File: config.mk
export PLATFORM = sky130hd
export DESIGN_NAME = rsac_top
export DESIGN_NICKNAME = d
export VERILOG_FILES = /design/src/verilog/rsac_pkg.sv /design/src/verilog/rsac_top.sv
export SDC_FILE = /design/constraint.sdc
export NUM_CORES = 1
export LEC_CHECK = 0
export BUFFER_PORTS_ARGS = -buffer_cell sky130_fd_sc_hd__buf_2
export CORE_ASPECT_RATIO = 1.75
export CORE_MARGIN = 2
export CORE_UTILIZATION = 57
export DETAILED_ROUTE_END_ITERATION = 6
export PLACE_DENSITY_LB_ADDON = 0.12
export SETUP_SLACK_MARGIN = 0.3
export SYNTH_ARGS = -nofsm -noshare
export SYNTH_HDL_FRONTEND = slang
export SYNTH_SLANG_ARGS = --single-unit
File: constraint.sdc
create_clock -name i_clk -period 3.1 [get_ports i_clk]
set_input_delay 0.62 -clock i_clk [delete_from_list [all_inputs] [get_ports i_clk]]
set_output_delay 0.62 -clock i_clk [all_outputs]
set_load 0.01 [all_outputs]
File: src/verilog/rsac_pkg.sv
// Purpose: Shared constants for the radio loop-table and gain-lock block.
// Assumes: 8-bit registers reached through a plain address/strobe port.
// Notes:   Reset values are all zero so the block starts on ROM tables.
`default_nettype none

package rsac_pkg;

    // Register port widths.
    localparam int unsigned ADDR_W = 10;
    localparam int unsigned DATA_W = 8;

    // Register offsets.
    localparam logic [9:0] OFS_RESERVED_A = 10'h111;
    localparam logic [9:0] OFS_PHASE_RXCFG = 10'h112;
    localparam logic [9:0] OFS_LOCK_TABLE = 10'h113;

    // Reset values.
    localparam logic [7:0] RST_RESERVED_A = 8'h00;
    localparam logic [7:0] RST_PHASE_RXCFG = 8'h00;
    localparam logic [7:0] RST_LOCK_TABLE = 8'h00;

    // Field positions in the phase and receive-loop register.
    localparam int unsigned RXA_MSB = 7;
    localparam int unsigned RXA_LSB = 2;
    localparam int unsigned PHASE_MSB = 1;
    localparam int unsigned PHASE_LSB = 0;

    // Field positions in the lock-mode and table-control register.
    localparam int unsigned LOCK_MSB = 7;
    localparam int unsigned LOCK_LSB = 6;
    localparam int unsigned SRC_MSB = 5;
    localparam int unsigned SRC_LSB = 4;
    localparam int unsigned RXB_MSB = 3;
    localparam int unsigned RXB_LSB = 0;

    // Gain-control lock modes.
    localparam logic [1:0] LOCK_FREE = 2'h0;
    localparam logic [1:0] LOCK_MANUAL = 2'h1;
    localparam logic [1:0] LOCK_HOLD = 2'h2;
    localparam logic [1:0] LOCK_AFTER_SYNC = 2'h3;

    // Loop-table sources.
    localparam logic [1:0] SRC_ROM_BOTH = 2'h0;
    localparam logic [1:0] SRC_RX_CUSTOM = 2'h1;
    localparam logic [1:0] SRC_TX_RAM = 2'h2;
    localparam logic [1:0] SRC_BOTH_CUSTOM = 2'h3;

    // Custom transmit table location in packet RAM.
    localparam logic [7:0] PRAM_TX_FIRST = 8'h10;
    localparam logic [7:0] PRAM_TX_LAST = 8'h18;
    localparam int unsigned TX_TABLE_DEPTH = 9;
    localparam logic [3:0] TX_TABLE_LAST_IDX = 4'h8;

    // Table fetch sequencer states.
    typedef enum logic [1:0] {
        FETCH_IDLE,
        FETCH_READ,
        FETCH_DRAIN
    } rsac_fetch_type;

endpackage

`default_nettype wire

File: src/verilog/rsac_top.sv
// Purpose: Radio configuration registers that steer the correlator phase,
//          the gain-control lock and the PLL loop-table selection.
// Assumes: Tx/Rx/sleep entry pulses, detector pulses and packet RAM data
//          come from logic on i_clk; packet RAM answers one cycle after
//          a read request.
// Notes:   A transmit entry with a RAM source copies nine bytes of
//          packet RAM into a local table before it is reported valid.
//
// Functional notes
// - Sources 1 or 3 apply setting B to loop.
// - Phase field sets correlator demodulator phase.
// - Lock mode 3 locks on sync only unqualified.
// - Source 0 loads ROM tables each Tx/Rx entry.
// - ROM: narrow in receive, rate-based in transmit.
// - Source 1 builds receive table, ROM for transmit.
// - Source 2 takes transmit table from RAM 0x10-0x18.
// - Source 3 uses custom receive and RAM transmit.
`timescale 1ns/1ps
`default_nettype none

module rsac_top
    import rsac_pkg::*;
(
    // Clock and reset.
    input  wire logic              i_clk,
    input  wire logic              i_arst_n,
    // Register port.
    input  wire logic [ADDR_W-1:0] i_addr,
    input  wire logic [DATA_W-1:0] i_wdata,
    input  wire logic              i_wr,
    input  wire logic              i_rd,
    output logic      [DATA_W-1:0] o_rdata,
    // Radio state entry pulses.
    input  wire logic              i_enter_tx,
    input  wire logic              i_enter_rx,
    input  wire logic              i_enter_sleep,
    // Gain-control detector inputs.
    input  wire logic              i_preamble_qual,
    input  wire logic              i_preamble_found,
    input  wire logic              i_sync_found,
    // Packet RAM read port.
    input  wire logic [7:0]        i_pram_data,
    output logic      [7:0]        o_pram_addr,
    output logic                   o_pram_rd,
    // Local transmit table lookup.
    input  wire logic [3:0]        i_lut_idx,
    output logic      [7:0]        o_lut_data,
    // Demodulator and gain control.
    output logic      [1:0]        o_correlator_phase,
    output logic      [1:0]        o_gain_mode,
    output logic                   o_gain_locked,
    output logic                   o_gain_freeze,
    // Loop-table selection.
    output logic                   o_lut_load,
    output logic                   o_lut_is_tx,
    output logic                   o_rx_custom,
    output logic      [9:0]        o_rx_loop_cfg,
    output logic                   o_rx_narrow,
    output logic                   o_tx_rate_based,
    output logic                   o_tx_from_ram,
    output logic                   o_tx_table_busy,
    output logic                   o_tx_table_valid
);

    // Receive side is custom for sources 1 and 3.
    function automatic logic src_rx_custom(input logic [1:0] src);
        return src[0];
    endfunction

    // Transmit side comes from packet RAM for sources 2 and 3.
    function automatic logic src_tx_ram(input logic [1:0] src);
        return src[1];
    endfunction

    logic                   rst_meta_r;
    logic                   rst_n_r;
    logic [7:0]             reserved_a_r;
    logic [7:0]             phase_rxcfg_r;
    logic [7:0]             lock_table_r;
    logic [1:0]             src;
    logic [5:0]             rx_set_a;
    logic [3:0]             rx_set_b;
    logic                   lock_set;
    logic                   locked_nxt;
    rsac_fetch_type         fetch_r;
    logic [3:0]             fetch_idx_r;
    logic                   cap_v_r;
    logic [3:0]             cap_idx_r;
    logic [7:0]             table_r [TX_TABLE_DEPTH];
    logic                   tx_start;

    // Reset release goes through two flops so every flop on rst_n_r leaves reset on
    // the same edge; assertion stays asynchronous.
    always_ff @(posedge i_clk or negedge i_arst_n) begin
        if (!i_arst_n) begin
            rst_meta_r <= 1'b0;
            rst_n_r    <= 1'b0;
        end else begin
            rst_meta_r <= 1'b1;
            rst_n_r    <= rst_meta_r;
        end
    end

    // Field views of the stored registers.
    assign src      = lock_table_r[SRC_MSB:SRC_LSB];
    assign rx_set_a = phase_rxcfg_r[RXA_MSB:RXA_LSB];
    assign rx_set_b = lock_table_r[RXB_MSB:RXB_LSB];

    // Register writes. The reserved byte is stored as written; the
    // hardware only returns it on readback, so a nonzero value has no other effect.
    always_ff @(posedge i_clk or negedge rst_n_r) begin
        if (!rst_n_r) begin
            reserved_a_r  <= RST_RESERVED_A;
            phase_rxcfg_r <= RST_PHASE_RXCFG;
            lock_table_r  <= RST_LOCK_TABLE;
        end else if (i_wr) begin
            if (i_addr == OFS_RESERVED_A) begin
                reserved_a_r <= i_wdata;
            end
            if (i_addr == OFS_PHASE_RXCFG) begin
                phase_rxcfg_r <= i_wdata;
            end
            if (i_addr == OFS_LOCK_TABLE) begin
                lock_table_r <= i_wdata;
            end
        end
    end

    // Read data lands one cycle after the strobe; unmapped reads give 0.
    always_ff @(posedge i_clk or negedge rst_n_r) begin
        if (!rst_n_r) begin
            o_rdata <= 8'h00;
        end else if (i_rd) begin
            unique case (i_addr)
                OFS_RESERVED_A:  o_rdata <= reserved_a_r;
                OFS_PHASE_RXCFG: o_rdata <= phase_rxcfg_r;
                OFS_LOCK_TABLE:  o_rdata <= lock_table_r;
                default:         o_rdata <= 8'h00;
            endcase
        end else begin
            o_rdata <= 8'h00;
        end
    end

    // Demodulator phase and lock mode follow the registers one cycle later.
    always_ff @(posedge i_clk or negedge rst_n_r) begin
        if (!rst_n_r) begin
            o_correlator_phase <= RST_PHASE_RXCFG[PHASE_MSB:PHASE_LSB];
            o_gain_mode        <= RST_LOCK_TABLE[LOCK_MSB:LOCK_LSB];
        end else begin
            o_correlator_phase <= phase_rxcfg_r[PHASE_MSB:PHASE_LSB];
            o_gain_mode        <= lock_table_r[LOCK_MSB:LOCK_LSB];
        end
    end

    // Lock after preamble, or after sync only when the preamble qualifier
    // is off. A lock event in the same cycle as a receive entry is kept.
    assign lock_set = (o_gain_mode == LOCK_AFTER_SYNC) &&
                      (i_preamble_found ||
                       (i_sync_found && !i_preamble_qual));
    always_comb begin
        locked_nxt = o_gain_locked;
        if (o_gain_mode != LOCK_AFTER_SYNC || i_enter_rx) begin
            locked_nxt = 1'b0;
        end
        if (lock_set) begin
            locked_nxt = 1'b1;
        end
    end

    // Gain is frozen in hold mode, or once locked in lock mode.
    always_ff @(posedge i_clk or negedge rst_n_r) begin
        if (!rst_n_r) begin
            o_gain_locked <= 1'b0;
            o_gain_freeze <= 1'b0;
        end else begin
            o_gain_locked <= locked_nxt;
            o_gain_freeze <= (o_gain_mode == LOCK_HOLD) ||
                             ((o_gain_mode == LOCK_AFTER_SYNC) &&
                              locked_nxt);
        end
    end

    // Table choice on each Tx/Rx entry; transmit wins if both arrive.
    always_ff @(posedge i_clk or negedge rst_n_r) begin
        if (!rst_n_r) begin
            o_lut_load      <= 1'b0;
            o_lut_is_tx     <= 1'b0;
            o_rx_custom     <= 1'b0;
            o_rx_loop_cfg   <= 10'h000;
            o_rx_narrow     <= 1'b0;
            o_tx_rate_based <= 1'b0;
            o_tx_from_ram   <= 1'b0;
        end else begin
            o_lut_load <= i_enter_tx || i_enter_rx;
            if (i_enter_tx) begin
                o_lut_is_tx     <= 1'b1;
                o_rx_custom     <= 1'b0;
                o_rx_narrow     <= 1'b0;
                o_tx_from_ram   <= src_tx_ram(src);
                o_tx_rate_based <= !src_tx_ram(src);
            end else if (i_enter_rx) begin
                o_lut_is_tx     <= 1'b0;
                o_tx_from_ram   <= 1'b0;
                o_tx_rate_based <= 1'b0;
                o_rx_custom     <= src_rx_custom(src);
                o_rx_narrow     <= !src_rx_custom(src);
                // Custom loop value is A and B side by side.
                o_rx_loop_cfg   <= src_rx_custom(src) ?
                                   {rx_set_a, rx_set_b} : 10'h000;
            end
        end
    end

    // A fetch only starts from idle; a transmit entry during a fetch
    // keeps the copy already under way rather than tearing it.
    assign tx_start = i_enter_tx && src_tx_ram(src) &&
                      (fetch_r == FETCH_IDLE);

    // Walk packet RAM from the first to the last table byte.
    always_ff @(posedge i_clk or negedge rst_n_r) begin
        if (!rst_n_r) begin
            fetch_r          <= FETCH_IDLE;
            fetch_idx_r      <= 4'h0;
            o_pram_rd        <= 1'b0;
            o_pram_addr      <= 8'h00;
            o_tx_table_busy  <= 1'b0;
            o_tx_table_valid <= 1'b0;
        end else begin
            unique case (fetch_r)
                FETCH_IDLE: begin
                    if (tx_start) begin
                        fetch_r          <= FETCH_READ;
                        fetch_idx_r      <= 4'h0;
                        o_pram_rd        <= 1'b1;
                        o_pram_addr      <= PRAM_TX_FIRST;
                        o_tx_table_busy  <= 1'b1;
                        o_tx_table_valid <= 1'b0;
                    end
                end
                FETCH_READ: begin
                    if (fetch_idx_r == TX_TABLE_LAST_IDX) begin
                        fetch_r   <= FETCH_DRAIN;
                        o_pram_rd <= 1'b0;
                    end else begin
                        fetch_idx_r <= fetch_idx_r + 4'h1;
                        o_pram_addr <= o_pram_addr + 8'h01;
                    end
                end
                FETCH_DRAIN: begin
                    fetch_r          <= FETCH_IDLE;
                    o_tx_table_busy  <= 1'b0;
                    o_tx_table_valid <= 1'b1;
                end
            endcase
            // Packet RAM is lost in sleep, so the copy is stale.
            if (i_enter_sleep) begin
                o_tx_table_valid <= 1'b0;
            end
        end
    end

    // Capture RAM data one cycle after each read request.
    always_ff @(posedge i_clk or negedge rst_n_r) begin
        if (!rst_n_r) begin
            cap_v_r   <= 1'b0;
            cap_idx_r <= 4'h0;
        end else begin
            cap_v_r   <= o_pram_rd;
            cap_idx_r <= fetch_idx_r;
        end
    end

    // Table storage; no reset, contents only count once valid.
    always_ff @(posedge i_clk) begin
        if (cap_v_r) begin
            table_r[cap_idx_r] <= i_pram_data;
        end
    end

    // Registered lookup; out-of-range indices read as zero.
    always_ff @(posedge i_clk or negedge rst_n_r) begin
        if (!rst_n_r) begin
            o_lut_data <= 8'h00;
        end else if (i_lut_idx <= TX_TABLE_LAST_IDX) begin
            o_lut_data <= table_r[i_lut_idx];
        end else begin
            o_lut_data <= 8'h00;
        end
    end

    // Checks on the behaviour above.
    property p_phase_follows;
        @(posedge i_clk) disable iff (!rst_n_r)
        (i_wr && i_addr == OFS_PHASE_RXCFG) |-> ##2
        o_correlator_phase == $past(i_wdata[1:0], 2);
    endproperty
    a_phase_follows: assert property (p_phase_follows)
        else $error("Correlator phase did not follow register write.");

    property p_mode_follows;
        @(posedge i_clk) disable iff (!rst_n_r)
        (i_wr && i_addr == OFS_LOCK_TABLE) |-> ##2
        o_gain_mode == $past(i_wdata[7:6], 2);
    endproperty
    a_mode_follows: assert property (p_mode_follows)
        else $error("Gain lock mode did not follow register write.");

    property p_sync_qualified;
        @(posedge i_clk) disable iff (!rst_n_r)
        (o_gain_mode == LOCK_AFTER_SYNC && i_sync_found && i_preamble_qual
         && !i_preamble_found && !o_gain_locked) |=> !o_gain_locked;
    endproperty
    a_sync_qualified: assert property (p_sync_qualified)
        else $error("Gain locked on sync word while qualifier set.");

    property p_rom_load;
        @(posedge i_clk) disable iff (!rst_n_r)
        (i_enter_rx && !i_enter_tx && src == SRC_ROM_BOTH) |=>
        o_lut_load && !o_rx_custom && !o_lut_is_tx;
    endproperty
    a_rom_load: assert property (p_rom_load)
        else $error("ROM table not loaded on receive entry.");

    property p_rom_bw;
        @(posedge i_clk) disable iff (!rst_n_r)
        (i_enter_tx && !src_tx_ram(src)) |=>
        o_tx_rate_based && !o_rx_narrow && !o_tx_from_ram;
    endproperty
    a_rom_bw: assert property (p_rom_bw)
        else $error("ROM transmit bandwidth not rate based.");

    property p_rx_custom;
        @(posedge i_clk) disable iff (!rst_n_r)
        (i_enter_rx && !i_enter_tx && src_rx_custom(src)) |=>
        o_rx_custom && o_rx_loop_cfg == {$past(rx_set_a), $past(rx_set_b)};
    endproperty
    a_rx_custom: assert property (p_rx_custom)
        else $error("Custom receive loop value not applied.");

    property p_rx_src1;
        @(posedge i_clk) disable iff (!rst_n_r)
        (i_enter_tx && src == SRC_RX_CUSTOM) |=> !o_tx_from_ram && !o_pram_rd;
    endproperty
    a_rx_src1: assert property (p_rx_src1)
        else $error("Source 1 wrongly fetched transmit table.");

    property p_ram_walk;
        @(posedge i_clk) disable iff (!rst_n_r)
        tx_start |=> o_pram_rd && o_pram_addr == PRAM_TX_FIRST ##8
        o_pram_rd && o_pram_addr == PRAM_TX_LAST ##1 !o_pram_rd;
    endproperty
    a_ram_walk: assert property (p_ram_walk)
        else $error("Packet RAM walk did not cover table range.");

    property p_both_custom;
        @(posedge i_clk) disable iff (!rst_n_r)
        (tx_start && src == SRC_BOTH_CUSTOM) |=>
        o_tx_from_ram && o_tx_table_busy ##10 !o_tx_table_busy;
    endproperty
    a_both_custom: assert property (p_both_custom)
        else $error("Source 3 transmit fetch did not complete.");

    c_rx_custom: cover property (@(posedge i_clk) disable iff (!rst_n_r)
        i_enter_rx && src == SRC_BOTH_CUSTOM);
    c_table_ready: cover property (@(posedge i_clk) disable iff (!rst_n_r)
        $rose(o_tx_table_valid));
    c_sync_lock: cover property (@(posedge i_clk) disable iff (!rst_n_r)
        $rose(o_gain_locked) && !$past(i_preamble_found));

endmodule

`default_nettype wire

==> impl_metrics.py, run 1 <==
metrics = {
    "timing": {
        "layout_setup_ws_ns": 0.810,
        "maxSlewViolCount": 0,
        "hold_viol": 0,
        "setup_violations": 0,
        "layout_min_cycle_time_ns": 2.29,
        "tightest_slew_ns": 0.868,
        "skew_ns": 0.00788,
        "max-slew-margin-rel_pct": 41.9,
        "rsz0062_at_grt": "false",
        "fmax_mhz": 437,
        "finalSetupTns_ns": 0,
        "period_share_pct": 73.9,
    },
    "flow_run": {
        "drv_cap": 0,
    },
    "cts": {
        "clkTransAtPathRegs_ns": 0.06,
        "cts_root_buf": "clkbuf_16",
        "htree_levels": 4,
        "cts_made_buffers": 17,
        "cts_buffer_depth": 2,
        "cts_resized": 0,
        "hold_buffers": 1,
        "insertion_delay_ns": 0.42,
        "cts_setup_buffers": 0,
        "clock-sinks": 158,
        "cts_tree": "built",
    },
    "die": {
        "dieArea_sq_um": 12200,
        "start_util_pct": 58.3,
        "rows": 51,
        "io_pins": 89,
        "fp.dieW_um": 84.3,
        "core_sq_um": 11000,
        "die-height_um": 145,
    },
    "synth": {
        "synthCells": 457,
        "yosysWarnings": 0,
        "synth_edf_count": 72,
        "ys_async_sr_fraction_pct": 54.4,
        "synth-seq-cells": 158,
        "yosysSeqAreaShare_pct": 67.1,
        "synthFlopType": "dfrtp_1",
        "syn_nets": 503,
        "ys_types": 52,
        "netlist_area_sq_um": 6430,
        "avgSynthCellArea_sq_um": 14.1,
    },
    "finish": {
        "final_cell_mix": "buf_2 (88), dfrtp_1 (85), edfxtp_1 (72)",
        "drive_gt1_share_pct": 29.8,
        "layout_commonest_cell": "buf_2",
        "multiInputGateArea_sq_um": 2000,
        "diodes": 0,
        "fin_nets": 604,
        "syn2layout_area_growth_pct": 17.8,
        "fill_cells": 788,
        "seqCellArea_sq_um": 4320,
    },
    "place": {
        "dp_hpwl_um": 9120,
        "place_ws_ns": 0.821,
        "io_buffers": 88,
        "gp_congestion": 0.832,
    },
    "worst_setup_path": {
        "critPathKind": "reg -> reg",
        "critical_path.top_delay_family": "simple AND/OR/NAND/NOR gates",
        "crit_chain": "inv_1 -> ha_1 -> or2_2 -> nand3_1 -> or4_1 -> a21oi_1",
        "critPathBufInv": 1,
        "crit_arrival_ns": 2.63,
        "slowest_delay_ns": 0.61,
        "worstPathRequired_ns": 3.44,
        "crit_fanout": 21,
        "cp_slowest_cell": "ha_1",
        "end_kind": "flip-flop",
        "startpoint_type": "flip-flop",
    },
    "power": {
        "vdd_drop_max_v": 0.000487,
        "power.total_mw": 5.58,
        "p_leak_nw": 3.30,
        "pwr_density_cell_nw_per_um2": 736,
    },
    "global_routing": {
        "grt_pass1_wl_um": 21200,
        "grt_overflow": 0,
        "grt_pass1_vias": 4179,
        "grt_max_degree": 62,
        "grt_antenna_before_repair": 0,
        "grtUsageTotal_pct": 22.8,
    },
    "worst_hold_path": {
        "hp-class": "in -> reg",
    },
    "drt": {
        "wire_per_inst_um": 18.7,
        "drt_iter0_drc": 270,
        "antenna_left": 0,
        "vias_per_cell": 5.79,
        "drtPass1Iterations": 5,
        "wl_um": 13100,
        "drc_errors": 0,
        "vias": 4072,
    },
    "run_status": {
        "run_status": "completed",
    },
}
stage by stage:
step                area, sq um  utilization (%)  hold WS, ns  cells
global placement           7040             63.7        0.339    670
floorplan                  6430                -        0.324    457
CTS                        7580             68.6        0.340    703
detailed placement         7040             63.7        0.353    670
global route               7580             68.6        0.346    703
finish                     7580             68.6        0.359    703
area by class of cell:
type                            count  area share (%)
Sequential cell                   158            57.0
Multi-Input combinational cell    270            26.4
Timing Repair Buffer               98            6.84
Clock buffer                       19            5.71
Tap cell                          132            2.18
Clock inverter                     13            1.29
Inverter                           13           0.644
logic make-up (layout without fill, tap and decap cells):
group                      count (synthesis)  count (layout)  share of synthesized area [%]
DFF                                      158             158                           67.1
and+or+nand+nor                          131             131                           10.6
AOI/OAI and AO/OA                         74              74                           7.20
muxes                                     56              56                           11.8
buffers and inverters                     29             143                           1.91
adders and majority gates                  6               6                           1.17
xor gates and xnor gates                   2               2                          0.272
other                                      1               1                         0.0583
where the power goes:
group	leakage [nW]	switching, mW	total (mW)	internal (mW)
clock	0.255	0.776	1.86	1.09
combinational	1.25	0.607	1.02	0.414
sequential	1.80	0.197	2.69	2.50
total	3.30	1.58	5.58	4.00
state kept, by name, indices dropped and copies added, names as in the netlist, 2 cells and up:
| signal | cells |
|---|---|
| fetch_idx_r | 4 |
| cap_idx_r | 4 |
| o_correlator_phase | 2 |
| table_r | 72 |
| fetch_r | 2 |
| phase_rxcfg_r | 8 |
| reserved_a_r | 8 |
| lock_table_r | 8 |
| o_rx_loop_cfg | 10 |
| o_rdata | 8 |
| o_lut_data | 8 |
| o_pram_addr | 8 |
| o_gain_mode | 2 |
synthesized netlist by cell type, drive strengths merged (2+ instances only):
master | number | area [sq um]
a211oi | 6 | 45.0
a21boi | 2 | 15.0
a21oi | 24 | 120
a221o | 3 | 30.0
a22o | 3 | 26.3
a22oi | 3 | 22.5
buf | 6 | 36.3
clkbuf | 10 | 37.5
dfrtp | 86 | 2150
edfxtp | 72 | 2160
ha | 6 | 75.1
inv | 13 | 48.8
mux2 | 24 | 300
mux2i | 21 | 210
mux4 | 11 | 248
nand2 | 45 | 169
nand2b | 6 | 37.5
nand3 | 14 | 82.6
nand3b | 4 | 30.0
nand4 | 3 | 18.8
nor2 | 37 | 139
nor3 | 5 | 47.5
nor4b | 3 | 56.3
o211ai | 2 | 15.0
o21ai | 18 | 90.1
o22ai | 6 | 37.5
o31ai | 2 | 15.0
or2 | 2 | 12.5
or3 | 3 | 18.8
or4 | 2 | 15.0
routing by layer:
| metal | part of all wire (%) | vias up | track usage, % |
|---|---|---|---|
| met5 | 0 | - | 0 |
| met1 | 37 | 2018 | 25.7 |
| met2 | 55 | 133 | 41.5 |
| met3 | 4.2 | 33 | 5.31 |
| li1 | - | 1888 | - |
| met4 | 3.0 | 0 | 9.34 |
path summary, 6_finish.rpt:
| path | end | cells after the start | slack (ns) | start |
|---|---|---|---|---|
| worst max-delay path | o_pram_addr[7] | 6 | 0.81 | fetch_r[1] |
| worst min-delay path | o_tx_table_valid | 2 | 0.36 | i_enter_sleep |
| worst max register to register | o_pram_addr[7] | 6 | 0.81 | fetch_r[1] |
| worst min register to register | rst_n_r | 0 | 0.37 | rst_meta_r |
| max in group asynchronous | cap_idx_r[1] | 1 | 1.97 | rst_n_r |
| min in group asynchronous | o_lut_data[0] | 0 | 0.42 | rst_n_r |
No activity file was read; power rests on OpenSTA's default activity.
==> inputs of run 2 (changes only) <==
==> constraint.sdc (replaced) <==
create_clock -name i_clk -period 2.18 [get_ports i_clk]
set_input_delay 0.436 -clock i_clk [delete_from_list [all_inputs] [get_ports i_clk]]
set_output_delay 0.436 -clock i_clk [all_outputs]
set_load 0.01 [all_outputs]
==> run 2 against run 1 <==
Against the previous run: clock-buffer cell count up 1; sequential power is 42% higher; die area unchanged; register-to-register slack got worse by 0.44 ns; final cell count increased by 2.4%; critical path type unchanged; via count rose by 0.83%.
==> impl_metrics.py, run 2 (synthesis gave the netlist of run 1 again) <==
metrics = {
    "run_status": {
        "run_status": "completed",
    },
    "global_routing": {
        "grt_pass1_vias": 4212,
        "grtUsageTotal_pct": 22.5,
        "grt_overflow": 0,
        "grt_pass1_wl_um": 20800,
        "grt_antenna_before_repair": 0,
        "grt_busiest_layer": "met2",
        "globalRouteMet3Util_pct": 4.62,
        "gr-usage-met1_pct": 24.8,
        "grt_max_degree": 40,
        "use_met2_pct": 41.9,
    },
    "finish": {
        "largest_register_ffs": 72,
        "fin_nets": 621,
        "reg.largest.list": "table_r x72, o_rx_loop_cfg x10",
        "final_cell_area_sq_um": 7850,
        "diodes": 0,
        "top_register": "table_r",
        "drive_gt1_share_pct": 33.7,
        "layout_commonest_cell": "buf_2",
        "final_cell_mix": "buf_2 (88), dfrtp_1 (83), edfxtp_1 (72)",
        "syn2layout_area_growth_pct": 22.0,
    },
    "timing": {
        "max-slew-margin-rel_pct": 65.0,
        "skew_ns": 0.00729,
        "hold_viol": 0,
        "layout_min_cycle_time_ns": 1.81,
        "rsz0062_at_grt": "false",
        "finalSetupTns_ns": 0,
        "fmax_mhz": 554,
        "tightest_slew_ns": 0.524,
        "maxSlewViolCount": 0,
        "period_share_pct": 82.8,
        "setup_violations": 0,
    },
    "drt": {
        "antenna_left": 0,
        "vias": 4106,
        "drc_errors": 0,
        "wl_um": 13000,
        "drt_iter0_drc": 189,
        "drtPass1Iterations": 4,
        "vias_per_cell": 5.70,
        "wire_per_inst_um": 18.0,
    },
    "worst_hold_path": {
        "hp-class": "in -> reg",
        "worstHoldPathCells": 2,
    },
    "worst_setup_path": {
        "worstPathRequired_ns": 2.47,
        "startpoint_type": "flip-flop",
        "crit_fanout": 11,
        "reg2reg_depth": 8,
        "end_kind": "flip-flop",
        "crit_arrival_ns": 2.10,
        "critPathKind": "reg -> reg",
    },
    "die": {
        "die-height_um": 145,
        "start_util_pct": 58.3,
        "io_pins": 89,
        "dieArea_sq_um": 12200,
        "rows": 51,
        "fp.dieW_um": 84.3,
        "core_sq_um": 11000,
    },
    "place": {
        "place_area_sq_um": 7150,
        "io_buffers": 88,
        "gp_congestion": 0.832,
        "dp_hpwl_um": 9220,
    },
    "cts": {
        "cts_made_buffers": 17,
        "clkTransAtPathRegs_ns": 0.06,
        "cts_buffer_depth": 2,
        "insertion_delay_ns": 0.41,
        "cts_tree": "built",
        "clock-sinks": 158,
        "cts_root_buf": "clkbuf_16",
        "htree_levels": 4,
    },
    "power": {
        "vdd_drop_max_v": 0.000725,
        "pwr_density_cell_nw_per_um2": 1080,
        "power.total_mw": 8.50,
        "p_leak_nw": 3.43,
    },
    "flow_run": {
        "drv_cap": 0,
    },
}
run 2: timing repair:
item,4_1_cts,5_1_grt
hold endpoints to repair,2,0
buffers inserted,0,4
setup endpoints to repair,1,6
hold buffers,1,0
resized for setup,2,7
run 2: layout make-up:
class / instances / area (sq um)
Fill cell: 748 / 3190
Inverter: 13 / 48.8
Clock inverter: 12 / 156
Sequential cell: 158 / 4320
Tap cell: 132 / 165
Clock buffer: 20 / 467
Multi-Input combinational cell: 270 / 2040
Timing Repair Buffer: 115 / 658
run 2: worst max-delay path: stages (launching register included):
cell and delay (ns):
dfrtp_1 0.40, inv_1 0.12, ha_1 0.20, buf_4 0.20, a21boi_1 0.32, buf_4 0.22, a21oi_1 0.07, nor2_1 0.10
a21oi_1 0.05
run 2: final timing paths:
path,start,end,slack [ns]
hold / removal,i_enter_sleep,o_tx_table_valid,0.17
min in group asynchronous,rst_n_r,o_lut_data[4],0.31
hold reg to reg,rst_n_r,o_lut_data[4],0.31
setup reg to reg,fetch_r[1],fetch_r[0],0.37
setup / recovery,fetch_r[1],fetch_r[0],0.37
max in group asynchronous,rst_n_r,o_pram_rd,1.23
run 2: metrics by stage:
step	instances	hold slack (ns)	setup slack [ns]	utilization, %
global placement	683	0.227	0.142	64.7
global route	720	0.159	0.280	71.1
finish	720	0.168	0.374	71.1
floorplan	457	0.140	0.316	-
detailed placement	683	0.226	0.0953	64.7
CTS	716	0.156	0.344	70.5
run 2: layer usage:
metal / share of wire, % / up-vias
li1: - / 1919
met1: 37 / 2053
met2: 57 / 111
met3: 3.7 / 23
met4: 2.3 / 0
met5: 0 / -
run 2: report_power, final:
part / internal [mW] / switching, mW / total, mW
clock: 1.90 / 1.15 / 3.05
combinational: 0.710 / 0.926 / 1.64
sequential: 3.55 / 0.269 / 3.82
total: 6.16 / 2.34 / 8.50
